File: config.mk
export PLATFORM = sky130hd
export DESIGN_NAME = cpt_pio
export DESIGN_NICKNAME = d
export VERILOG_FILES = /design/src/hdl/cpt_pio.v
export VERILOG_INCLUDE_DIRS = /design/src /design/src/hdl
export SDC_FILE = /design/constraint.sdc
export NUM_CORES = 1
export LEC_CHECK = 0
export ABC_AREA = 1
export ABC_CLOCK_PERIOD_IN_PS = 4700
export BUFFER_PORTS_ARGS = -buffer_cell sky130_fd_sc_hd__buf_2
export CORE_MARGIN = 1.5
export CORE_UTILIZATION = 45
export DETAILED_ROUTE_END_ITERATION = 8
export PLACE_DENSITY = 0.62
export SLEW_MARGIN = 20
export SYNTH_ARGS = -nofsm -noshare
export SYNTH_HDL_FRONTEND = slang
export SYNTH_SLANG_ARGS = --single-unit
File: constraint.sdc
create_clock -name clock -period 4.7 [get_ports clock]
set_input_delay 0.235 -clock clock [delete_from_list [all_inputs] [get_ports clock]]
set_output_delay 0.235 -clock clock [all_outputs]
set_load 0.01 [all_outputs]
File: src/hdl/cpt_consts.vh
/*
 * Constants of the codec programmed-I/O transfer block: register indices,
 * field positions, reset values, format codes, FIFO size and sample timing.
 * Assumes it is included by its bare name from the design files.
 */
`ifndef CPT_CONSTS_VH
`define CPT_CONSTS_VH

// register indices; byte address is four times the index
`define CPT_IDX_FLAGS     4'h4
`define CPT_IDX_STATUS    4'h5
`define CPT_IDX_DATA      4'h6
`define CPT_IDX_RSVD      4'h7
`define CPT_IDX_PCFG      4'h8
`define CPT_IDX_CCFG      4'hA

// transfer_status fields
`define CPT_ST_CUL        0
`define CPT_ST_CLR        1
`define CPT_ST_CDR        2
`define CPT_ST_CFH        3
`define CPT_ST_PUL        4
`define CPT_ST_PLR        5
`define CPT_ST_PDR        6
`define CPT_ST_PFH        7

// playback_config fields (capture config shares the layout of bits 0,2..5)
`define CPT_CFG_ON        0
`define CPT_CFG_SEL       1
`define CPT_CFG_STEREO    2
`define CPT_CFG_COMPAND   3
`define CPT_CFG_FMT_LO    4
`define CPT_CFG_FMT_HI    5
`define CPT_CFG_ZERO      6
`define CPT_CFG_SUPP      7

// flag register fields
`define CPT_FL_COR        4
`define CPT_FL_PUR        5

`define CPT_PCFG_RESET    8'h00
`define CPT_CCFG_RESET    8'h00
`define CPT_DATA_RESET    8'h00

// {fmt1, fmt0, compand} codes
`define CPT_FMT_U8        3'b000
`define CPT_FMT_ULAW      3'b001
`define CPT_FMT_LE16      3'b010
`define CPT_FMT_ALAW      3'b011
`define CPT_FMT_BE16      3'b110

// sample width classes
`define CPT_CLS_8         2'b00
`define CPT_CLS_LE        2'b01
`define CPT_CLS_BE        2'b10

// fifo of 4-byte groups: 2**4 groups = 64 bytes
`define CPT_FIFO_AW       4

// timing
`define CPT_CLK_HZ        200000000
`define CPT_SAMPLE_HZ     48000
`define CPT_SAMPLE_CYCLES (`CPT_CLK_HZ / `CPT_SAMPLE_HZ)

`endif

File: src/hdl/cpt_pio.v
/*
 * Codec programmed-I/O transfer block: status, shared data port, playback
 * and capture configuration, 4-byte group packing and two group FIFOs.
 * Assumes an Avalon-MM master using word addresses, a converter that gives
 * one capture sample per adc_valid pulse, and a single 200 MHz clock.
 */
// The implementer's own choice: register access over Avalon-MM.
`include "cpt_consts.vh"
`timescale 1ns/1ps
`default_nettype none

module cpt_pio #(
	parameter FIFO_AW       = `CPT_FIFO_AW,
	parameter SAMPLE_CYCLES = `CPT_SAMPLE_CYCLES
) (
	input  wire        clock,
	input  wire        nrst,
	input  wire [3:0]  avs_address,
	input  wire        avs_read,
	input  wire        avs_write,
	input  wire [31:0] avs_writedata,
	input  wire [3:0]  avs_byteenable,
	output wire [31:0] avs_readdata,
	output wire        avs_waitrequest,
	input  wire [15:0] adc_left,
	input  wire [15:0] adc_right,
	input  wire        adc_valid,
	input  wire        codec_irq,
	output wire [15:0] dac_left,
	output wire [15:0] dac_right,
	output wire        dac_valid,
	output wire        play_dma_req
);

	localparam [FIFO_AW:0] DEPTH = {1'b1, {FIFO_AW{1'b0}}};
	localparam [FIFO_AW:0] HALF  = {2'b01, {(FIFO_AW-1){1'b0}}};
	localparam [31:0]      TICK_FULL = SAMPLE_CYCLES - 1;
	// divider compare is 16 bits wide; cut the parameter on purpose
	localparam [15:0]      TICK_LAST = TICK_FULL[15:0];

	// width class of a format code; reserved codes fall back to 8-bit
	// format decode
	function [1:0] fmt_class;
		input [2:0] code;
		begin
			case (code)
			`CPT_FMT_LE16: fmt_class = `CPT_CLS_LE;
			`CPT_FMT_BE16: fmt_class = `CPT_CLS_BE;
			default:       fmt_class = `CPT_CLS_8;
			endcase
		end
	endfunction

	// {left/right, upper/lower} of the byte at position ptr in a group
	function [1:0] byte_flags;
		input [1:0] cls;
		input       stereo;
		input [1:0] ptr;
		reg         ul;
		reg         lr;
		begin
			ul = 1'b1;
			lr = 1'b1;
			if (cls == `CPT_CLS_LE)
				ul = ptr[0];
			else if (cls == `CPT_CLS_BE)
				ul = ~ptr[0];
			if (stereo && cls == `CPT_CLS_8)
				lr = ~ptr[0];
			else if (stereo)
				lr = ~ptr[1];
			byte_flags = {lr, ul};
		end
	endfunction

	// 8-bit byte to 16-bit output; companded bytes pass raw to the converter
	function [15:0] widen8;
		input [7:0] b;
		input       compand;
		begin
			if (compand)
				widen8 = {b, 8'h00};
			else
				widen8 = {~b[7], b[6:0], 8'h00};
		end
	endfunction

	// registers
	reg [7:0]  pcfg_reg;
	reg [7:0]  ccfg_reg;
	reg        ack_reg;
	reg [31:0] readdata_reg;
	reg        pur_reg;
	reg        cor_reg;

	// playback path state
	reg [31:0]        p_mem [0:DEPTH-1];
	reg [FIFO_AW-1:0] p_wr_reg;
	reg [FIFO_AW-1:0] p_rd_reg;
	reg [FIFO_AW:0]   p_count_reg;
	reg [31:0]        p_asm_reg;
	reg [2:0]         pw_ptr_reg;
	reg [1:0]         p_sub_reg;
	reg [15:0]        tick_cnt_reg;
	reg [15:0]        dac_left_reg;
	reg [15:0]        dac_right_reg;
	reg               dac_valid_reg;

	// capture path state
	reg [31:0]        c_mem [0:DEPTH-1];
	reg [FIFO_AW-1:0] c_wr_reg;
	reg [FIFO_AW-1:0] c_rd_reg;
	reg [FIFO_AW:0]   c_count_reg;
	reg [31:0]        c_asm_reg;
	reg [2:0]         c_cnt_reg;
	reg [1:0]         c_ptr_reg;
	reg               c_stale_reg;
	reg [7:0]         c_last_reg;

	// bus handshake: one wait cycle, side effects on the first edge only
	wire acc   = (avs_read | avs_write) & ~ack_reg;
	wire do_rd = avs_read & acc;
	wire do_wr = avs_write & acc & avs_byteenable[0];
	assign avs_waitrequest = (avs_read | avs_write) & ~ack_reg;
	assign avs_readdata    = readdata_reg;

	// decoded configuration
	wire       p_on      = pcfg_reg[`CPT_CFG_ON];
	wire       p_stereo  = pcfg_reg[`CPT_CFG_STEREO];
	wire       p_compand = pcfg_reg[`CPT_CFG_COMPAND];
	wire [1:0] p_cls     = fmt_class(pcfg_reg[`CPT_CFG_FMT_HI:`CPT_CFG_COMPAND]);
	wire       c_on      = ccfg_reg[`CPT_CFG_ON];
	wire       c_stereo  = ccfg_reg[`CPT_CFG_STEREO];
	wire       c_compand = ccfg_reg[`CPT_CFG_COMPAND];
	wire [1:0] c_cls     = fmt_class(ccfg_reg[`CPT_CFG_FMT_HI:`CPT_CFG_COMPAND]);

	// sample-rate enable pulse from a divider
	wire tick = (tick_cnt_reg == TICK_LAST);
	always @(posedge clock or negedge nrst) begin
		if (!nrst)
			tick_cnt_reg <= 16'h0000;
		else if (tick)
			tick_cnt_reg <= 16'h0000;
		else
			tick_cnt_reg <= tick_cnt_reg + 16'h0001;
	end

	// playback fifo status
	wire p_empty = (p_count_reg == {(FIFO_AW+1){1'b0}});
	wire p_full  = (p_count_reg == DEPTH);
	wire [FIFO_AW:0] p_room = DEPTH - p_count_reg;

	wire p_push = pw_ptr_reg[2] & ~p_full;

	// unpack the head group at the current sub position
	// playback byte order
	wire [31:0] p_head = p_mem[p_rd_reg];
	wire [7:0]  pb0 = p_head[{p_sub_reg, 3'b000} +: 8];
	wire [7:0]  pb1 = p_head[{p_sub_reg + 2'b01, 3'b000} +: 8];
	reg  [15:0] un_left;
	reg  [15:0] un_right;
	reg  [2:0]  un_step;
	always @* begin
		un_left  = widen8(pb0, p_compand);
		un_right = un_left;
		un_step  = 3'd1;
		if (p_cls == `CPT_CLS_8) begin
			if (p_stereo) begin
				un_right = widen8(pb1, p_compand);
				un_step  = 3'd2;
			end
		end else begin
			un_left  = (p_cls == `CPT_CLS_LE) ? {pb1, pb0} : {pb0, pb1};
			un_right = un_left;
			un_step  = 3'd2;
			if (p_stereo) begin
				un_left  = (p_cls == `CPT_CLS_LE) ? p_head[15:0]
				           : {p_head[7:0], p_head[15:8]};
				un_right = (p_cls == `CPT_CLS_LE) ? p_head[31:16]
				           : {p_head[23:16], p_head[31:24]};
				un_step  = 3'd4;
			end
		end
	end

	wire [2:0] p_sub_sum = {1'b0, p_sub_reg} + un_step;
	wire p_take = tick & p_on & ~p_empty;
	wire p_pop  = p_take & p_sub_sum[2];

	// playback fifo storage, no reset on the array
	always @(posedge clock) begin
		if (p_push)
			p_mem[p_wr_reg] <= p_asm_reg;
	end

	// playback pointers, host byte pointer and assembly
	always @(posedge clock or negedge nrst) begin
		if (!nrst) begin
			p_wr_reg    <= {FIFO_AW{1'b0}};
			p_rd_reg    <= {FIFO_AW{1'b0}};
			p_count_reg <= {(FIFO_AW+1){1'b0}};
			p_asm_reg   <= 32'h00000000;
			pw_ptr_reg  <= 3'd0;
			p_sub_reg   <= 2'd0;
		end else begin
			if (p_push)
				p_wr_reg <= p_wr_reg + 1'b1;
			if (p_pop)
				p_rd_reg <= p_rd_reg + 1'b1;
			if (p_push && !p_pop)
				p_count_reg <= p_count_reg + 1'b1;
			else if (p_pop && !p_push)
				p_count_reg <= p_count_reg - 1'b1;
			if (p_take)
				p_sub_reg <= p_sub_reg + un_step[1:0];
			if (p_push)
				pw_ptr_reg <= 3'd0;
			else if (do_wr && avs_address == `CPT_IDX_DATA && !pw_ptr_reg[2]) begin
				p_asm_reg[{pw_ptr_reg[1:0], 3'b000} +: 8] <= avs_writedata[7:0];
				pw_ptr_reg <= pw_ptr_reg + 3'd1;
			end
		end
	end

	// converter output; starved ticks hold or zero the output
	always @(posedge clock or negedge nrst) begin
		if (!nrst) begin
			dac_left_reg  <= 16'h0000;
			dac_right_reg <= 16'h0000;
			dac_valid_reg <= 1'b0;
		end else begin
			dac_valid_reg <= tick & p_on;
			if (tick && p_on && pcfg_reg[`CPT_CFG_ZERO]) begin
				dac_left_reg  <= 16'h0000;
				dac_right_reg <= 16'h0000;
			end else if (p_take) begin
				dac_left_reg  <= un_left;
				dac_right_reg <= un_right;
			end
		end
	end
	assign dac_left  = dac_left_reg;
	assign dac_right = dac_right_reg;
	assign dac_valid = dac_valid_reg;

	// DMA only when select is 0
	assign play_dma_req = p_on & ~pcfg_reg[`CPT_CFG_SEL] & ~pw_ptr_reg[2] & ~p_full
	                      & ~(pcfg_reg[`CPT_CFG_SUPP] & codec_irq);

	// capture packing of one converter sample into bytes
	// capture byte order
	reg [31:0] cw;
	reg [2:0]  cn;
	always @* begin
		cw = 32'h00000000;
		cn = 3'd1;
		if (c_cls == `CPT_CLS_8) begin
			cw[7:0] = c_compand ? adc_left[15:8] : {~adc_left[15], adc_left[14:8]};
			if (c_stereo) begin
				cw[15:8] = c_compand ? adc_right[15:8]
				           : {~adc_right[15], adc_right[14:8]};
				cn = 3'd2;
			end
		end else begin
			cw[15:0] = (c_cls == `CPT_CLS_LE) ? adc_left
			           : {adc_left[7:0], adc_left[15:8]};
			cn = 3'd2;
			if (c_stereo) begin
				cw[31:16] = (c_cls == `CPT_CLS_LE) ? adc_right
				            : {adc_right[7:0], adc_right[15:8]};
				cn = 3'd4;
			end
		end
	end

	wire [31:0] c_shifted = cw << {c_cnt_reg[1:0], 3'b000};
	wire [2:0]  c_sum     = c_cnt_reg + cn;
	wire        c_in      = adc_valid & c_on;
	wire        c_done    = c_in & c_sum[2];
	wire        c_full    = (c_count_reg == DEPTH);
	wire        c_empty   = (c_count_reg == {(FIFO_AW+1){1'b0}});
	wire        c_push    = c_done & ~c_full & ~cor_reg;
	wire        c_rd_data = do_rd & (avs_address == `CPT_IDX_DATA);
	wire        c_pop     = c_rd_data & ~c_stale_reg & (c_ptr_reg == 2'd3);
	wire [31:0] c_head    = c_mem[c_rd_reg];
	wire [7:0]  c_byte    = c_stale_reg ? c_last_reg : c_head[{c_ptr_reg, 3'b000} +: 8];

	// capture fifo storage
	always @(posedge clock) begin
		if (c_push)
			c_mem[c_wr_reg] <= c_asm_reg | c_shifted;
	end

	// capture assembly, fifo pointers and host byte pointer
	always @(posedge clock or negedge nrst) begin
		if (!nrst) begin
			c_wr_reg    <= {FIFO_AW{1'b0}};
			c_rd_reg    <= {FIFO_AW{1'b0}};
			c_count_reg <= {(FIFO_AW+1){1'b0}};
			c_asm_reg   <= 32'h00000000;
			c_cnt_reg   <= 3'd0;
			c_ptr_reg   <= 2'd0;
			c_stale_reg <= 1'b1;
			c_last_reg  <= `CPT_DATA_RESET;
		end else begin
			if (c_done) begin
				c_asm_reg <= 32'h00000000;
				c_cnt_reg <= 3'd0;
			end else if (c_in) begin
				c_asm_reg <= c_asm_reg | c_shifted;
				c_cnt_reg <= c_sum;
			end
			if (c_push)
				c_wr_reg <= c_wr_reg + 1'b1;
			if (c_pop)
				c_rd_reg <= c_rd_reg + 1'b1;
			if (c_push && !c_pop)
				c_count_reg <= c_count_reg + 1'b1;
			else if (c_pop && !c_push)
				c_count_reg <= c_count_reg - 1'b1;
			if (c_rd_data && !c_stale_reg)
				c_last_reg <= c_byte;
			// advance and park on last byte
			if (c_pop) begin
				if (c_count_reg == {{FIFO_AW{1'b0}}, 1'b1} && !c_push)
					c_stale_reg <= 1'b1;
				else
					c_ptr_reg <= 2'd0;
			end else if (c_rd_data && !c_stale_reg) begin
				c_ptr_reg <= c_ptr_reg + 2'd1;
			end else if (c_stale_reg && !c_empty) begin
				c_stale_reg <= 1'b0;
				c_ptr_reg   <= 2'd0;
			end
		end
	end

	// sticky flags; the set wins over a clear in the same cycle
	always @(posedge clock or negedge nrst) begin
		if (!nrst) begin
			pur_reg <= 1'b0;
			cor_reg <= 1'b0;
		end else begin
			if (tick && p_on && p_empty)
				pur_reg <= 1'b1;
			else if (p_push)
				pur_reg <= 1'b0;
			if (c_done && c_full)
				cor_reg <= 1'b1;
			else if (c_pop)
				cor_reg <= 1'b0;
		end
	end

	// status byte
	wire [1:0] c_flags = byte_flags(c_cls, c_stereo, c_ptr_reg);
	wire [1:0] p_ptr2  = pw_ptr_reg[2] ? 2'd3 : pw_ptr_reg[1:0];
	wire [1:0] p_flags = byte_flags(p_cls, p_stereo, p_ptr2);
	wire [7:0] status;
	assign status[`CPT_ST_CUL] = c_flags[0];
	assign status[`CPT_ST_CLR] = c_flags[1];
	assign status[`CPT_ST_CDR] = ~c_stale_reg & ~c_empty;
	assign status[`CPT_ST_CFH] = (c_count_reg >= HALF);
	assign status[`CPT_ST_PUL] = p_flags[0];
	assign status[`CPT_ST_PLR] = p_flags[1];
	assign status[`CPT_ST_PDR] = ~pw_ptr_reg[2] & ~p_full;
	assign status[`CPT_ST_PFH] = (p_room >= HALF);

	// read mux; unmapped and reserved words read zero
	reg [7:0] rd_byte;
	always @* begin
		case (avs_address)
		`CPT_IDX_FLAGS:  rd_byte = {2'b00, pur_reg, cor_reg, 4'h0};
		`CPT_IDX_STATUS: rd_byte = status;
		`CPT_IDX_DATA:   rd_byte = c_byte;
		`CPT_IDX_PCFG:   rd_byte = pcfg_reg;
		`CPT_IDX_CCFG:   rd_byte = ccfg_reg;
		default:         rd_byte = 8'h00;
		endcase
	end

	// bus slave: acknowledge, read data and configuration writes
	always @(posedge clock or negedge nrst) begin
		if (!nrst) begin
			ack_reg      <= 1'b0;
			readdata_reg <= 32'h00000000;
			pcfg_reg     <= `CPT_PCFG_RESET;
			ccfg_reg     <= `CPT_CCFG_RESET;
		end else begin
			ack_reg <= acc;
			if (do_rd)
				readdata_reg <= {24'h000000, rd_byte};
			if (do_wr && avs_address == `CPT_IDX_PCFG)
				pcfg_reg <= avs_writedata[7:0];
			if (do_wr && avs_address == `CPT_IDX_CCFG)
				ccfg_reg <= {2'b00, avs_writedata[5:2], 1'b0, avs_writedata[0]};
		end
	end

endmodule

`default_nettype wire

== Word level (Yosys, flattened, before mapping) ==
Memories as Yosys holds them, arrays and structs flattened.
Cells that the tools add are included.

* Register bits: 182
* Bits in latches: 0
* Bits in writable memories: 1024
* Bits in read-only memories: 0
* Bits of input ports: 78
* Output and inout bits: 67
* Logic and storage cells: 224
* Memories: 2

{| class="wikitable"
|+ Memories
! name !! depth !! width !! read ports !! clocked after Yosys merged registers in !! write ports !! RTL line !! RTL
|-
| c_mem || 16 || 32 || 1 || 0 || 1 || cpt_pio.v:110 || <nowiki>reg [31:0] c_mem [0:DEPTH-1];</nowiki>
|-
| p_mem || 16 || 32 || 1 || 0 || 1 || cpt_pio.v:97 || <nowiki>reg [31:0] p_mem [0:DEPTH-1];</nowiki>
|}

* Add/sub/neg operators: 17
* $mul: 0
* Divide/modulo/power cells: 0
* Order comparisons: 2
* Equal/unequal tests: 21
* Shift-type cells: 6
* Muxes and demuxes: 69
* Bitwise operators: 43
* Reductions and logical operators: 40

{| class="wikitable"
|+ Operator list
! kind !! count
|-
| 16-bit two-way mux || 20
|-
| 32-bit by 6-bit variable part select with 8-bit output || 3
|-
| 32-bit two-way mux || 2
|-
| 8-bit case mux with 5 select lines || 1
|-
| 32-bit bitwise mux || 1
|-
| 8-bit two-way mux || 4
|-
| 32-bit bitwise OR || 1
|-
| 8-bit by 7-bit variable shift with 32-bit output (first input constant) || 1
|-
| 8-bit by 7-bit variable part select with 32-bit output || 1
|-
| 32-bit by 5-bit left shift with 32-bit output || 1
|-
| 3-bit two-way mux || 8
|-
| 1-bit AND || 22
|-
| 1-bit two-way mux || 20
|-
| 5-bit two-way mux || 4
|-
| 1-bit NOT || 19
|-
| 1-bit logical AND || 17
|-
| 16-bit by 1-bit adder with 16-bit output (second input constant) || 1
|-
| 4-bit by 1-bit adder with 4-bit output (second input constant) || 4
|-
| 16-bit by 13-bit equality test with 1-bit output (second input constant) || 1
|-
| 2-bit nonzero test || 8
|-
| 2-bit two-way mux || 7
|-
| 4-bit by 3-bit equality test with 1-bit output (second input constant) || 3
|-
| 5-bit by 1-bit adder with 5-bit output (second input constant) || 2
|-
| 5-bit equality test (second input constant) || 2
|-
| 25 further kinds || 45
|}

== Longest topological paths before layout ==
* Depth in word-level cells: 12
* Depth in mapped cells: 20
* Gate-level depth less buffers: 18

== Least setup slack after synthesis ==
Ideal clock, no wire load.

* Path type: flip-flop to flip-flop
* Start point: reg ccfg_reg[3]
* End point: mem c_mem[11][0] (enable)
* Setup time: 0.421 ns
* Data arrival time: 4.067 ns
* Required time: 4.279 ns
* Setup slack: 0.212 ns
* Stages on the path, launching flop included: 13
* Buffers on the path: 1
* Period minus slack after synthesis: 4.488 ns
* Cell sequence: dfrtp_1 > nor2_1 > inv_1 > clkbuf_1 > ha_1 > ha_1 > fa_1 > and2_1 > nor3_1 > nand3_1 > inv_2 > nand2_1 > nor2_1

* Cells in the longest elaborated chain, start to end: 10
* Elaborated cells between the ends (all ways): 11
* Those cells by class: add/sub (1); eq/ne (2); mux (4); bitwise (3); reduce/logical (1)

{| class="wikitable"
|+ RTL lines
! element !! RTL line !! RTL
|-
| from (decl) || cpt_pio.v:90 || <nowiki>reg [7:0] ccfg_reg;</nowiki>
|-
| from (signal assigned) || cpt_pio.v:388 || <nowiki>ccfg_reg <= `CPT_CCFG_RESET;</nowiki>
|-
| from (signal assigned) || cpt_pio.v:396 || <nowiki>ccfg_reg <= {2'b00, avs_writedata[5:2], 1'b0, avs_writedata[0]};</nowiki>
|-
| 3-bit equality test / 3-bit by 2-bit equality test with 1-bit output (equally long branches) || cpt_pio.v:46 || <nowiki>case (code)</nowiki>
|-
| 2-bit case mux with 2 select lines (*) || cpt_pio.v:46 ||
|-
| 2-bit logical NOT (no source line) (*) || n/a ||
|-
| 3-bit two-way mux (*) || cpt_pio.v:257 || <nowiki>if (c_cls == `CPT_CLS_8) begin</nowiki>
|-
| 3-bit adder (*) || cpt_pio.v:277 || <nowiki>wire [2:0] c_sum = c_cnt_reg + cn;</nowiki>
|-
| 1-bit AND (*) || cpt_pio.v:279 || <nowiki>wire c_done = c_in & c_sum[2];</nowiki>
|-
| 1-bit AND (*) (2 in series) || cpt_pio.v:282 || <nowiki>wire c_push = c_done & ~c_full & ~cor_reg;</nowiki>
|-
| net c_push || cpt_pio.v:282 ||
|-
| 1-bit two-way mux (*) || cpt_pio.v:290 || <nowiki>if (c_push)</nowiki>
|-
| 1-bit two-way mux (not written as such) (*) || cpt_pio.v:291 || <nowiki>c_mem[c_wr_reg] <= c_asm_reg | c_shifted;</nowiki>
|-
| to (decl) || cpt_pio.v:110 ||
|}

The timed path passes the listed nets; every way through them passes the cells marked *.

== Worst setup path after layout ==
* Start point: reg ccfg_reg[3]
* End point: mem c_mem[3][24] (enable)

The elaborated chain is that of the path after synthesis.

==> summary.txt <==
Status
  – Run status: finished with violations
  – Failing checks: design-rule violations

Floorplanning
  – Full die area: 0.118 mm^2
  – Initial core utilization: 45.5%
  – Rows: ~120
  – Die outline width: around 340 um
  – DIE HEIGHT: 343 um
  – Ports: 145
  – Core area: between 0.1 and 0.15 mm^2

Layout
  – Fin util: roughly half
  – Area of the multi-input gates: 0.0150 mm^2
  – Inserted Diodes: 0
  – Layout area overhead: 12.7%
  – Cell area after layout: a little under 0.06 mm^2
  – Register area: 0.0353 mm^2
  – Fraction of layout cells with a size suffix above 1: 8.89%
  – Fillers: around 10000
  – Largest registers: c_mem: 512 flops, p_mem: 512 flops
  – Nets: 5149

STA
  – Count of pins over their slew limit: 0
  – Worst clock skew: between 0.04 and 0.05 ns
  – Tcrit/Tclk final: between 80% and 90%
  – Setup violators final: 0
  – Fin worst setup slack: 0.702 ns
  – Worst slew pin tran: between 1 and 1.5 ns
  – Endpoints failing hold: 0
  – Fin Setup TNS: 0 ns
  – Fmax: about 250 MHz
  – RSZ-0062 raised after global routing: false
  – Final min period: 4.00 ns
  – Rel. slew slack: about a quarter

Clocking
  – Post_cts resized: 0
  – Hold-fix buffers at CTS: 12
  – H-tree levels: 3
  – TritonCTS clock tree: done
  – CTS Buffer Depth: 3
  – Postcts setup bufs: 0
  – Clock Root Buffer: clkbuf_16
  – Worst-Skew Late Latency: 0.74 ns
  – Sink Count: around 1200
  – Cts bufs inserted: 119
  – Clk pin slew, worst setup/hold paths: 0.07 ns

Place
  – Gp weighted congestion: 0.881
  – Pre-CTS setup slack: 0.785 ns
  – Detailed placement HPWL: 83100 um
  – # port buffers: 93
  – DP Area: 0.0547 mm^2

Routing
  – Number of vias per cell: roughly 5.5
  – DR DRC count: 8
  – TritonRoute pass-1 iters: 9
  – Post-DRT Antenna Nets: 0
  – Total Wirelength: 141000 um
  – 1st-iter DRT viols: 3270
  – Via count: 36200
  – Wire length per cell: 21.3 um

Global route
  – Total GRT Usage: 23.8%
  – Initial antenna violation count: 0
  – Vias in the first global route: 34300
  – Largest net degree at the start of global routing: 136
  – Global route overflow: 0
  – First-pass GRT wire length: about 210000 um

Logic synthesis
  – Register area share after synthesis: 67.8%
  – Post-Syn Area: 0.0521 mm^2
  – Main synth FF type: edfxtp_1
  – Synth area leaders: edfxtp_1 59%, nand2_1 11%, dfrtp_1 8.7%, nand3_1 5.8%, nor2_1 3.0%
  – Top cells by count, synth: 1543 x nand2_1, 1024 x edfxtp_1, 606 x nand3_1
  – Count leader, synth: nand2_1
  – Number of synthesized flops with an enable pin: 1024
  – Distinct cell type count after synthesis: 48
  – Post-synthesis cell count: 4954
  – Yosys warns: 0
  – Yosys reg bits: between 1000 and 1500
  – Synth area leader: edfxtp_1
  – Avg Inst Size Synth: approximately 11 um^2
  – Ys async rst share: about 15%
  – Share of the synthesized area in the top cell type: 59.0%

Power and ir drop
  – Static Leak: 23.1 nW
  – VDD IR max: 444 uV
  – Pwr/cell area: ~420 mW/mm^2

Critical path
  – CP max FO: 23
  – Critical Path Source Type: flop
  – Critical Path RT: 5.10 ns
  – CP endpoint kind: flop
  – CP arrival: 4.40 ns
  – Crit Path Class: flop to flop

Min path
  – HP Class: input port to flop

Run
  – Max-cap violations: 0
-- path summary, 6_finish.rpt --
| kind | from | end | slack, ns | cells after the start |
|---|---|---|---|---|
| max in group asynchronous | nrst | c_rd_reg[1] | 3.50 | 3 |
| worst max-delay path | ccfg_reg[3] | c_mem[3][24] | 0.70 | 12 |
| worst max register to register | ccfg_reg[3] | c_mem[3][24] | 0.70 | 12 |
| worst min-delay path | adc_right[7] | c_asm_reg[31] | 0.04 | 5 |
| worst min register to register | tick_cnt_reg[15] | tick_cnt_reg[15] | 0.47 | 1 |
| min in group asynchronous | nrst | dac_right[7] | 0.12 | 2 |
-- logic make-up after synthesis --
family | share of synthesized area (%)
AOI/OAI and AO/OA | 5.81
xor gates and xnor gates | 0.454
adders and majority gates | 0.956
buffers and inverters | 4.22
DFF | 67.8
muxes | 0.0816
other | 0.00720
and+or+nand+nor | 20.7
-- per-stage QoR --
stage	std cells	hold slack [ns]	power [mW]
after global placement	6412	0.338	15.4
after detailed placement	6412	0.343	15.4
after global routing	6644	0.0739	25.6
after CTS	6644	0.0266	24.9
final	6644	0.0416	24.8
after floorplan	4977	-0.0606	14.2
-- cell usage in the layout (no fill, tap or decap), drive strengths merged, types with 24 or more instances in the layout --
cell and n:
nor2 435, a21oi 161, o21ai 248, inv 219
dfrtp 181, conb 24, clkbuf 160, nor3 25
nand3 606, edfxtp 1024, ha 35, clkinv 51
o211ai 56, buf 208, nand2 1545
-- power breakdown --
part,switching (mW),internal [mW],leakage (nW)
clock,4.06,5.46,1.88
combinational,1.95,0.612,9.14
sequential,0.235,12.5,12.0
-- routing by layer --
layer / part of all wire, % / up-vias / global-route usage, %
met1: 41 / 17600 / 31.1
met2: 48 / 1238 / 39.4
met3: 6.4 / 289 / 3.49
met5: 0 / - / 0
li1: - / 17100 / -
met4: 4.8 / 0 / 11.0
-- layout make-up --
cell class / count / area share, %
clock inverters: 61 / 1.22
inverters: 225 / 1.47
repair buffers: 221 / 3.03
well taps: 1512 / 3.22
flip-flops and latches: 1206 / 60.2
clock buffers: 159 / 5.42
multi-input cells: 3260 / 25.5
-- worst max-delay path, cell delays in order (launching register included) --
cell and delay (ns):
dfrtp_1 0.44, nor2_1 0.25, inv_1 0.26, ha_1 0.26
ha_1 0.19, fa_1 0.41, and2_1 0.18, nor3_2 0.14
nand3_1 0.20, inv_2 0.23, nand2_1 0.30, nor2_4 0.50
buf_12 0.28
No activity file was read; power rests on OpenSTA's default activity.
